===== config.mk =====
export PLATFORM = sky130hd
export DESIGN_NAME = sir_ingress_rules
export DESIGN_NICKNAME = d
export VERILOG_FILES = /design/src/pkg/sir_pkg.sv /design/src/sir_ingress_rules.sv /design/src/sir_prio_select.sv
export SDC_FILE = /design/constraint.sdc
export NUM_CORES = 1
export LEC_CHECK = 0
export BUFFER_PORTS_ARGS = -buffer_cell sky130_fd_sc_hd__buf_2
export CORE_ASPECT_RATIO = 0.6
export CORE_MARGIN = 2
export CORE_UTILIZATION = 54
export DETAILED_ROUTE_END_ITERATION = 8
export GPL_TIMING_DRIVEN = 0
export PLACE_DENSITY = 0.76
export SYNTH_ARGS = -nofsm -noshare
export SYNTH_HDL_FRONTEND = slang
export SYNTH_SLANG_ARGS = --single-unit

===== constraint.sdc =====
create_clock -name clk_i -period 2.4 [get_ports clk_i]
set_input_delay 0.24 -clock clk_i [delete_from_list [all_inputs] [get_ports clk_i]]
set_output_delay 0.24 -clock clk_i [all_outputs]
set_load 0.01 [all_outputs]

===== src/pkg/sir_pkg.sv =====
// ----------------------------------------------------------------
// switch ingress rule constants
// ----------------------------------------------------------------
package sir_pkg;

  // register indices; byte address is four times the index
  localparam logic [13:0] SIR_GLOBAL_IDX  = 14'h1840;
  localparam logic [13:0] SIR_PORTCFG_IDX = 14'h1841;
  localparam logic [13:0] SIR_TAGONLY_IDX = 14'h1842;
  localparam logic [13:0] SIR_STP_IDX     = 14'h1843;
  localparam logic [13:0] SIR_PRIQ_IDX    = 14'h1845;
  localparam logic [13:0] SIR_ADMITNM_IDX = 14'h1849;
  localparam logic [13:0] SIR_STATUS_IDX  = 14'h1850;

  // global ingress config field positions
  localparam int SIR_GLB_VLAN_EN_BIT = 0;
  localparam int SIR_GLB_VL_PREC_BIT = 1;
  localparam int SIR_GLB_IP_PRIORITY_SELECT_BIT  = 9;

  // port ingress config field positions
  localparam int SIR_PCFG_MBR_LSB   = 0;
  localparam int SIR_PCFG_LEARN_LSB = 3;

  // reset values
  localparam logic [31:0] SIR_GLOBAL_RST  = 32'h0000_0002;
  localparam logic [5:0]  SIR_PORTCFG_RST = 6'h38;
  localparam logic [2:0]  SIR_TAGONLY_RST = 3'h0;
  localparam logic [5:0]  SIR_STP_RST     = 6'h00;
  localparam logic [15:0] SIR_PRIQ_RST    = 16'hFA41;
  localparam logic [2:0]  SIR_ADMITNM_RST = 3'h0;

  // spanning tree state codes
  localparam logic [1:0] SIR_STP_FWD    = 2'h0;
  localparam logic [1:0] SIR_STP_BLOCK  = 2'h1;
  localparam logic [1:0] SIR_STP_LEARN  = 2'h2;
  localparam logic [1:0] SIR_STP_LISTEN = 2'h3;

  // one bit per port: bit p belongs to port p
  function automatic logic sir_port_bit(input logic [2:0] v, input logic [1:0] p);
    sir_port_bit = (p <= 2'd2) ? v[p] : 1'b0;
  endfunction

  // two-bit state per port at bits 2p+1:2p
  function automatic logic [1:0] sir_stp_of(input logic [5:0] v, input logic [1:0] p);
    sir_stp_of = (p <= 2'd2) ? v[2*p +: 2] : SIR_STP_BLOCK;
  endfunction

  // traffic class of priority p at bits 2p+1:2p
  function automatic logic [1:0] sir_queue_of(input logic [15:0] m, input logic [2:0] p);
    sir_queue_of = m[2*p +: 2];
  endfunction

endpackage


===== src/sir_ingress_rules.sv =====
// Our own choice: the Wishbone register port.
`timescale 1ns/1ps
`default_nettype none
module sir_ingress_rules
  import sir_pkg::*;
#(
  parameter int CNT_W = 16
) (
  // clock and reset
  input  wire logic        clk_i,
  input  wire logic        rst_i,
  // wishbone slave
  input  wire logic        wb_cyc_i,
  input  wire logic        wb_stb_i,
  input  wire logic        wb_we_i,
  input  wire logic [15:0] wb_adr_i,
  input  wire logic [3:0]  wb_sel_i,
  input  wire logic [31:0] wb_dat_i,
  output logic      [31:0] wb_dat_o,
  output logic             wb_ack_o,
  // packet attributes from parser and lookup
  input  wire logic        pkt_valid_i,
  input  wire logic [1:0]  pkt_port_i,
  input  wire logic        pkt_tagged_i,
  input  wire logic        pkt_vid_zero_i,
  input  wire logic [2:0]  pkt_vlan_prio_i,
  input  wire logic        pkt_is_ip_i,
  input  wire logic [2:0]  pkt_ip_prio_i,
  input  wire logic [2:0]  pkt_default_prio_i,
  input  wire logic        pkt_vlan_active_i,
  input  wire logic [2:0]  pkt_vlan_members_i,
  input  wire logic        pkt_da_found_i,
  input  wire logic [1:0]  pkt_egress_port_i,
  // ingress decision
  output logic             dec_valid_o,
  output logic             dec_drop_o,
  output logic             dec_learn_o,
  output logic      [2:0]  dec_prio_o,
  output logic      [1:0]  dec_queue_o
);

  // ----------------------------------------------------------------
  // registers
  // ----------------------------------------------------------------
  logic             vlan_en_ff;
  logic             vl_prec_ff;
  logic             ip_priority_select_ff;
  logic [5:0]       portcfg_ff;
  logic [2:0]       tagonly_ff;
  logic [5:0]       stp_ff;
  logic [15:0]      priq_ff;
  logic [2:0]       admitnm_ff;
  logic [CNT_W-1:0] drop_cnt_ff;
  logic [CNT_W-1:0] learn_cnt_ff;

  logic [2:0]  mbr_chk;
  logic [2:0]  learn_en;
  logic [13:0] wb_idx;
  logic        wb_req;
  logic        wb_wr;
  logic [31:0] nxt_rdata;

  assign mbr_chk  = portcfg_ff[SIR_PCFG_MBR_LSB +: 3];
  assign learn_en = portcfg_ff[SIR_PCFG_LEARN_LSB +: 3];
  assign wb_idx   = wb_adr_i[15:2];
  assign wb_req   = wb_cyc_i && wb_stb_i && !wb_ack_o;
  assign wb_wr    = wb_req && wb_we_i;

  // ----------------------------------------------------------------
  // bus handshake
  // ----------------------------------------------------------------
  // one wait-free cycle; ack drops the cycle after it was given
  always_ff @(posedge clk_i) begin
    if (rst_i) begin
      wb_ack_o <= 1'b0;
    end else begin
      wb_ack_o <= wb_req;
    end
  end

  // ----------------------------------------------------------------
  // configuration writes
  // ----------------------------------------------------------------
  // global bits live in lanes 0 and 1
  always_ff @(posedge clk_i) begin
    if (rst_i) begin
      vl_prec_ff <= SIR_GLOBAL_RST[SIR_GLB_VL_PREC_BIT];
      vlan_en_ff <= SIR_GLOBAL_RST[SIR_GLB_VLAN_EN_BIT];
      ip_priority_select_ff  <= SIR_GLOBAL_RST[SIR_GLB_IP_PRIORITY_SELECT_BIT];
    end else if (wb_wr && wb_idx == SIR_GLOBAL_IDX) begin
      if (wb_sel_i[0]) begin
        vlan_en_ff <= wb_dat_i[SIR_GLB_VLAN_EN_BIT];
        vl_prec_ff <= wb_dat_i[SIR_GLB_VL_PREC_BIT];
      end
      if (wb_sel_i[1]) begin
        ip_priority_select_ff <= wb_dat_i[SIR_GLB_IP_PRIORITY_SELECT_BIT];
      end
    end
  end

  // per-port fields all sit in lane 0
  always_ff @(posedge clk_i) begin
    if (rst_i) begin
      portcfg_ff <= SIR_PORTCFG_RST;
      tagonly_ff <= SIR_TAGONLY_RST;
      stp_ff     <= SIR_STP_RST;
      admitnm_ff <= SIR_ADMITNM_RST;
    end else if (wb_wr && wb_sel_i[0]) begin
      case (wb_idx)
        SIR_PORTCFG_IDX: portcfg_ff <= wb_dat_i[5:0];
        SIR_TAGONLY_IDX: tagonly_ff <= wb_dat_i[2:0];
        SIR_STP_IDX:     stp_ff     <= wb_dat_i[5:0];
        SIR_ADMITNM_IDX: admitnm_ff <= wb_dat_i[2:0];
        default: ;
      endcase
    end
  end

  // class table spans two byte lanes
  always_ff @(posedge clk_i) begin
    if (rst_i) begin
      priq_ff <= SIR_PRIQ_RST;
    end else if (wb_wr && wb_idx == SIR_PRIQ_IDX) begin
      if (wb_sel_i[0]) begin
        priq_ff[7:0] <= wb_dat_i[7:0];
      end
      if (wb_sel_i[1]) begin
        priq_ff[15:8] <= wb_dat_i[15:8];
      end
    end
  end

  // ----------------------------------------------------------------
  // read mux
  // ----------------------------------------------------------------
  // unmapped words and reserved bits read zero
  always_comb begin
    nxt_rdata = 32'h0000_0000;
    case (wb_idx)
      SIR_GLOBAL_IDX: begin
        nxt_rdata[SIR_GLB_VLAN_EN_BIT] = vlan_en_ff;
        nxt_rdata[SIR_GLB_VL_PREC_BIT] = vl_prec_ff;
        nxt_rdata[SIR_GLB_IP_PRIORITY_SELECT_BIT]  = ip_priority_select_ff;
      end
      SIR_PORTCFG_IDX: nxt_rdata[5:0]  = portcfg_ff;
      SIR_TAGONLY_IDX: nxt_rdata[2:0]  = tagonly_ff;
      SIR_STP_IDX:     nxt_rdata[5:0]  = stp_ff;
      SIR_PRIQ_IDX:    nxt_rdata[15:0] = priq_ff;
      SIR_ADMITNM_IDX: nxt_rdata[2:0]  = admitnm_ff;
      SIR_STATUS_IDX: begin
        nxt_rdata[15:0]  = 16'(drop_cnt_ff);
        nxt_rdata[31:16] = 16'(learn_cnt_ff);
      end
      default: nxt_rdata = 32'h0000_0000;
    endcase
  end

  // data held only with ack, zero otherwise
  always_ff @(posedge clk_i) begin
    if (rst_i) begin
      wb_dat_o <= 32'h0000_0000;
    end else if (wb_req && !wb_we_i) begin
      wb_dat_o <= nxt_rdata;
    end else begin
      wb_dat_o <= 32'h0000_0000;
    end
  end

  // ----------------------------------------------------------------
  // ingress rule evaluation
  // ----------------------------------------------------------------
  logic [1:0] port_state;
  logic       stp_pass;
  logic       stp_learn;
  logic       tag_fail;
  logic       ingress_fail;
  logic       egress_fail;
  logic       nxt_drop;
  logic       nxt_learn;
  logic [2:0] sel_prio;
  logic [1:0] sel_queue;

  assign port_state = sir_stp_of(stp_ff, pkt_port_i);
  assign stp_pass   = (port_state == SIR_STP_FWD);
  assign stp_learn  = (port_state == SIR_STP_FWD) || (port_state == SIR_STP_LEARN);

  assign tag_fail = sir_port_bit(tagonly_ff, pkt_port_i)
                    && (!pkt_tagged_i || pkt_vid_zero_i);

  // nonmember ingress, admit needs active vlan
  assign ingress_fail = !sir_port_bit(pkt_vlan_members_i, pkt_port_i)
                        && !(sir_port_bit(admitnm_ff, pkt_port_i) && pkt_vlan_active_i);

  // egress checked only for a known destination
  assign egress_fail = pkt_da_found_i
                       && !sir_port_bit(pkt_vlan_members_i, pkt_egress_port_i);

  // vlan rules gated by global enable
  always_comb begin
    nxt_drop = !stp_pass;
    if (vlan_en_ff) begin
      if (sir_port_bit(mbr_chk, pkt_port_i) && (ingress_fail || egress_fail)) begin
        nxt_drop = 1'b1;
      end
      if (tag_fail) begin
        nxt_drop = 1'b1;
      end
    end
  end

  // learn needs enable and a learning state
  // learning bit p gates port p
  assign nxt_learn = sir_port_bit(learn_en, pkt_port_i) && stp_learn;

  // tag priority used only with vlan on
  sir_prio_select u_prio (
    .vlan_en_i      (vlan_en_ff),
    .vl_prec_i      (vl_prec_ff),
    .ip_priority_select_i       (ip_priority_select_ff),
    .queue_map_i    (priq_ff),
    .tagged_i       (pkt_tagged_i),
    .is_ip_i        (pkt_is_ip_i),
    .vlan_prio_i    (pkt_vlan_prio_i),
    .ip_prio_i      (pkt_ip_prio_i),
    .default_prio_i (pkt_default_prio_i),
    .prio_o         (sel_prio),
    .queue_o        (sel_queue)
  );

  // ----------------------------------------------------------------
  // decision outputs
  // ----------------------------------------------------------------
  // one cycle after the packet strobe, held zero between packets
  always_ff @(posedge clk_i) begin
    if (rst_i) begin
      dec_valid_o <= 1'b0;
      dec_drop_o  <= 1'b0;
      dec_learn_o <= 1'b0;
      dec_prio_o  <= 3'h0;
      dec_queue_o <= 2'h0;
    end else begin
      dec_valid_o <= pkt_valid_i;
      dec_drop_o  <= pkt_valid_i && nxt_drop;
      dec_learn_o <= pkt_valid_i && nxt_learn;
      dec_prio_o  <= pkt_valid_i ? sel_prio : 3'h0;
      dec_queue_o <= pkt_valid_i ? sel_queue : 2'h0;
    end
  end

  // saturating counters, so software sees a ceiling, not a wrap
  always_ff @(posedge clk_i) begin
    if (rst_i) begin
      drop_cnt_ff  <= '0;
      learn_cnt_ff <= '0;
    end else begin
      if (dec_valid_o && dec_drop_o && !(&drop_cnt_ff)) begin
        drop_cnt_ff <= drop_cnt_ff + 1'b1;
      end
      if (dec_valid_o && dec_learn_o && !(&learn_cnt_ff)) begin
        learn_cnt_ff <= learn_cnt_ff + 1'b1;
      end
    end
  end
endmodule
`default_nettype wire


===== src/sir_prio_select.sv =====
`timescale 1ns/1ps
`default_nettype none
module sir_prio_select
  import sir_pkg::*;
(
  // configuration
  input  wire logic        vlan_en_i,
  input  wire logic        vl_prec_i,
  input  wire logic        ip_priority_select_i,
  input  wire logic [15:0] queue_map_i,
  // packet attributes
  input  wire logic        tagged_i,
  input  wire logic        is_ip_i,
  input  wire logic [2:0]  vlan_prio_i,
  input  wire logic [2:0]  ip_prio_i,
  input  wire logic [2:0]  default_prio_i,
  // result
  output logic      [2:0]  prio_o,
  output logic      [1:0]  queue_o
);

  logic vlan_ok;
  logic ip_ok;

  // ----------------------------------------------------------------
  // priority source
  // ----------------------------------------------------------------
  assign vlan_ok = vlan_en_i && tagged_i;
  assign ip_ok   = ip_priority_select_i && is_ip_i;

  // vlan tag wins over ip field only when precedence bit is set
  always_comb begin
    if (vlan_ok && (vl_prec_i || !ip_ok)) begin
      prio_o = vlan_prio_i;
    end else if (ip_ok) begin
      prio_o = ip_prio_i;
    end else begin
      prio_o = default_prio_i;
    end
  end

  assign queue_o = sir_queue_of(queue_map_i, prio_o);

endmodule
`default_nettype wire


==> results by group <==
Critical path
  • RR Endpoint: dec_queue_o[0]
  • CP max stage cell: dfxtp_1
  • Critical path buffer and inverter count: 1
  • Req. time, crit path: 2.63 ns
  • Crit. End Element: flop
  • Setup CP Type: flop to flop
  • CP max FO: 10
  • Critical path depth in cells: 6
  • Cells on worst reg2reg path: 6
  • Critical path cell sequence: nand2_1 > o22ai_2 > clkbuf_1 > a21boi_0 > o32ai_1 > o22ai_1
  • Crit. Startpoint: vlan_en_ff
  • Worst endpoint data arrival time: 2.34 ns
  • Slowest stage delay, CP: ~0.43 ns
  • Termination of the worst setup path: dec_queue_o[0]
  • Reg2reg setup slack: 0.29 ns
  • Top delay family on crit path: compound AO/OA/AOI/OAI gates
  • Startpoint of the worst-slack reg-to-reg timing path: vlan_en_ff
  • Critical Path Source Type: flop

Power
  • Switching fraction of total power: around 22%
  • Combinational Power Share: 5.6%
  • Share of power burned in registers: 52.4%
  • Overall power consumption: 3.502 mW
  • Pwr/cell area: 592.3 nW/µm²
  • Static Leak: 2.575 nW
  • NetSw: about 780 µW
  • Clock network power share: 42.0%
  • Worst vdd ir: 0.3605 mV
  • Internal Pwr Total: about 2.7 mW

Final layout
  • Antenna diodes: 0
  • Growth of design area from synthesis to finish: 18.15%
  • Share of layout cells above drive strength 1: 21.68%
  • Finished Core Util: 65.07%
  • Number of nets in the layout: 717
  • Count of filler cells inserted in the layout: around 740

Logic synthesis
  • Ys flop type: dfxtp_1
  • Gate count of the mapped netlist: 531
  • Post-synth EDFFs: 0
  • Number of storage elements in the synthesis netlist: 110
  • Yosys cell types: 70
  • Number of nets in the synthesized netlist: 612
  • Warnings, synthesis: 0
  • Avg Inst Size Synth: 9.425 µm²
  • Netlist area before placement: 5005 µm²
  • Share of synthesized registers carrying an async set or reset: 0%
  • Portion of the post-synthesis area used by sequential elements: between 40% and 50%

Floorplan
  • Chip height: ~79 µm
  • Die area: 10080 µm²
  • Top Ports: 120
  • Die W: 128.3 µm
  • Area of the core region: approximately 9100 µm²
  • # rows: 27
  • Starting Density: 55.07%

Timing
  • Final max-slew violation count: 0
  • Final worst path period share: 87.83%
  • Maximum clock frequency: 474.4 MHz
  • Number of hold violations in the final report: 0
  • Minimum clock period: 2.108 ns
  • Final worst-path setup slack: between 0.2 and 0.3 ns
  • Tightest hold margin: 0.08814 ns
  • Transition time at the pin with the least slew margin: 0.7620 ns
  • Post-Route Skew: 0.008207 ns
  • Setup repair after global routing missed its margin: no
  • Worst-case headroom to the max-slew limit: 49.09%
  • Count of endpoints failing setup in the final report: 0
  • Setup TNS after final layout: 0 ns

CTS
  • CTS tree: built
  • Number of sinks handled by clock tree synthesis: 110
  • Total setup buffers inserted after CTS: 0
  • Number of buffers added by the clock tree synthesis step: 9
  • Number of buffers inserted for hold repair after clock tree synthesis: 0
  • Clock root cell: clkbuf_16
  • Worst-path clk slew: about 0.070 ns
  • Post_cts resized: 0
  • Worst-skew pair later-pin latency: 0.35 ns
  • Deepest level of the CTS H-tree: 3
  • Worst-case clock buffer depth: 2

Placed design
  • Number of input and output port buffers inserted: 94
  • Pre-CTS setup slack: 0.2489 ns
  • Gpl congestion: 0.9673
  • Post-DP HPWL: 10520 µm

GRT
  • Largest net degree at the start of global routing: 18
  • Initial antenna violation count: 0
  • Vias in the first global route: 4012
  • Tot GR Track Use: ~28%
  • First-pass GRT wire length: 21350 µm
  • Total global routing overflow: 0

Drt
  • Vias: 4528
  • Remaining antenna violation count after routing: 0
  • Drt wl/cell: approximately 18 µm
  • TritonRoute pass-1 iters: 7
  • Number of vias per cell: 5.982
  • Post-route DRC violation count: 0
  • Iteration-0 DRC Markers: 474
  • WL final: 13810 µm

Hold path
  • Type of the tightest min-delay check: input port to flop

Run
  • Number of violations of the max-capacitance limit: 0

Outcome
  • Status: completed
sequential cells by signal (all words and copies together) (netlist names), 2 cells and up:
register	flops
dec_queue_o	2
portcfg_ff	6
dec_prio_o	3
tagonly_ff	3
wb_dat_o	32
drop_cnt_ff	16
learn_cnt_ff	16
stp_ff	6
priq_ff	16
admitnm_ff	3
cell families after synthesis:
logic type	Yosys count	synth area share, %
xor+xnor	20	3.500
flops	110	44.00
mux	44	9.175
compound gates	98	14.98
buf+inv	37	3.625
fa+ha+maj	2	0.4999
simple gates	220	24.23
per-layer routing:
metal,vias to the layer above,GRT usage (%),share of wire (%)
li1,2157,-,-
met1,2143,42.44,49
met2,212,38.24,40
met3,16,8.180,9.9
met4,0,6.374,1.1
met5,-,0,0
through the flow:
stage          instances  cell area, µm²
2_1_floorplan        531            5005
4_1_cts              757            5913
5_1_grt              757            5913
3_3_place_gp         741            5620
6_report             757            5913
3_5_place_dp         741            5620
cell type report:
| cell class | count | area, µm² | area share, % |
|---|---|---|---|
| Clock inverter | 5 | 60.06 | 1.016 |
| Clock buffer | 11 | 232.7 | 3.936 |
| Multi-Input combinational cell | 384 | 2621 | 44.33 |
| Timing Repair Buffer | 94 | 470.5 | 7.956 |
| Buffer | 30 | 155.1 | 2.624 |
| Tap cell | 116 | 145.1 | 2.455 |
| Sequential cell | 110 | 2202 | 37.24 |
| Inverter | 7 | 26.28 | 0.4444 |
synthesized netlist by cell type (6+ instances only):
cell,number,area share [%]
or3_1,7,0.87
xor2_1,15,2.6
nor2b_1,16,2.0
mux2i_1,38,7.6
nor3_1,10,1.0
dfxtp_1,110,44
nand2_1,28,2.1
clkbuf_1,17,1.3
inv_1,6,0.45
a22o_1,11,1.9
a211o_1,9,1.6
nand3_1,14,1.4
a21oi_1,14,1.4
o21ai_0,8,0.80
nand4_1,14,1.7
nor2_1,62,4.6
and3_1,28,3.5
o211ai_1,7,1.0
and2_1,10,1.3
a21boi_0,7,1.0
placed cells by master (no fill, tap or decap), types with 4 or more instances in the layout:
cell,synthesis,final
nor3_1,10,10
xnor2_1,5,5
a211o_1,9,9
clkbuf_1,17,19
buf_6,4,4
o31ai_1,4,4
mux2i_1,38,38
a21boi_0,7,7
a22o_1,11,11
o21ai_0,8,8
nor2_1,62,62
and4_1,5,5
o32ai_1,4,4
or4_1,5,5
nand3_1,14,14
nand2_1,28,28
inv_1,6,6
clkbuf_16,0,9
mux2_2,5,5
a21oi_1,14,14
dfxtp_1,110,110
a311o_1,4,4
buf_2,4,98
xor2_1,15,15
o211ai_1,7,7
nor2b_1,16,16
or3_1,7,7
and2_1,10,10
nand4_1,14,14
and3_1,28,28
how the worst min path moves through the flow:
stage,startpoint,cells after the start,end
6_report,wb_dat_i[14],2,priq_ff[14]
5_1_grt,wb_dat_i[14],2,priq_ff[14]
4_1_cts,wb_dat_i[14],2,priq_ff[14]
3_5_place_dp,wb_dat_i[14],2,priq_ff[14]
3_3_place_gp,wb_dat_i[14],2,priq_ff[14]
2_1_floorplan,wb_dat_i[0],1,priq_ff[0]
power groups by stage:
stage / Clock (mW) / Combinational [mW] / Sequential [mW]
2_1_floorplan: 0 / 0.0907 / 1.88
3_3_place_gp: 0 / 0.186 / 1.88
3_5_place_dp: 0 / 0.190 / 1.88
4_1_cts: 1.49 / 0.191 / 1.84
5_1_grt: 1.56 / 0.210 / 1.84
6_report: 1.47 / 0.195 / 1.84
No activity file was read; power rests on OpenSTA's default activity.
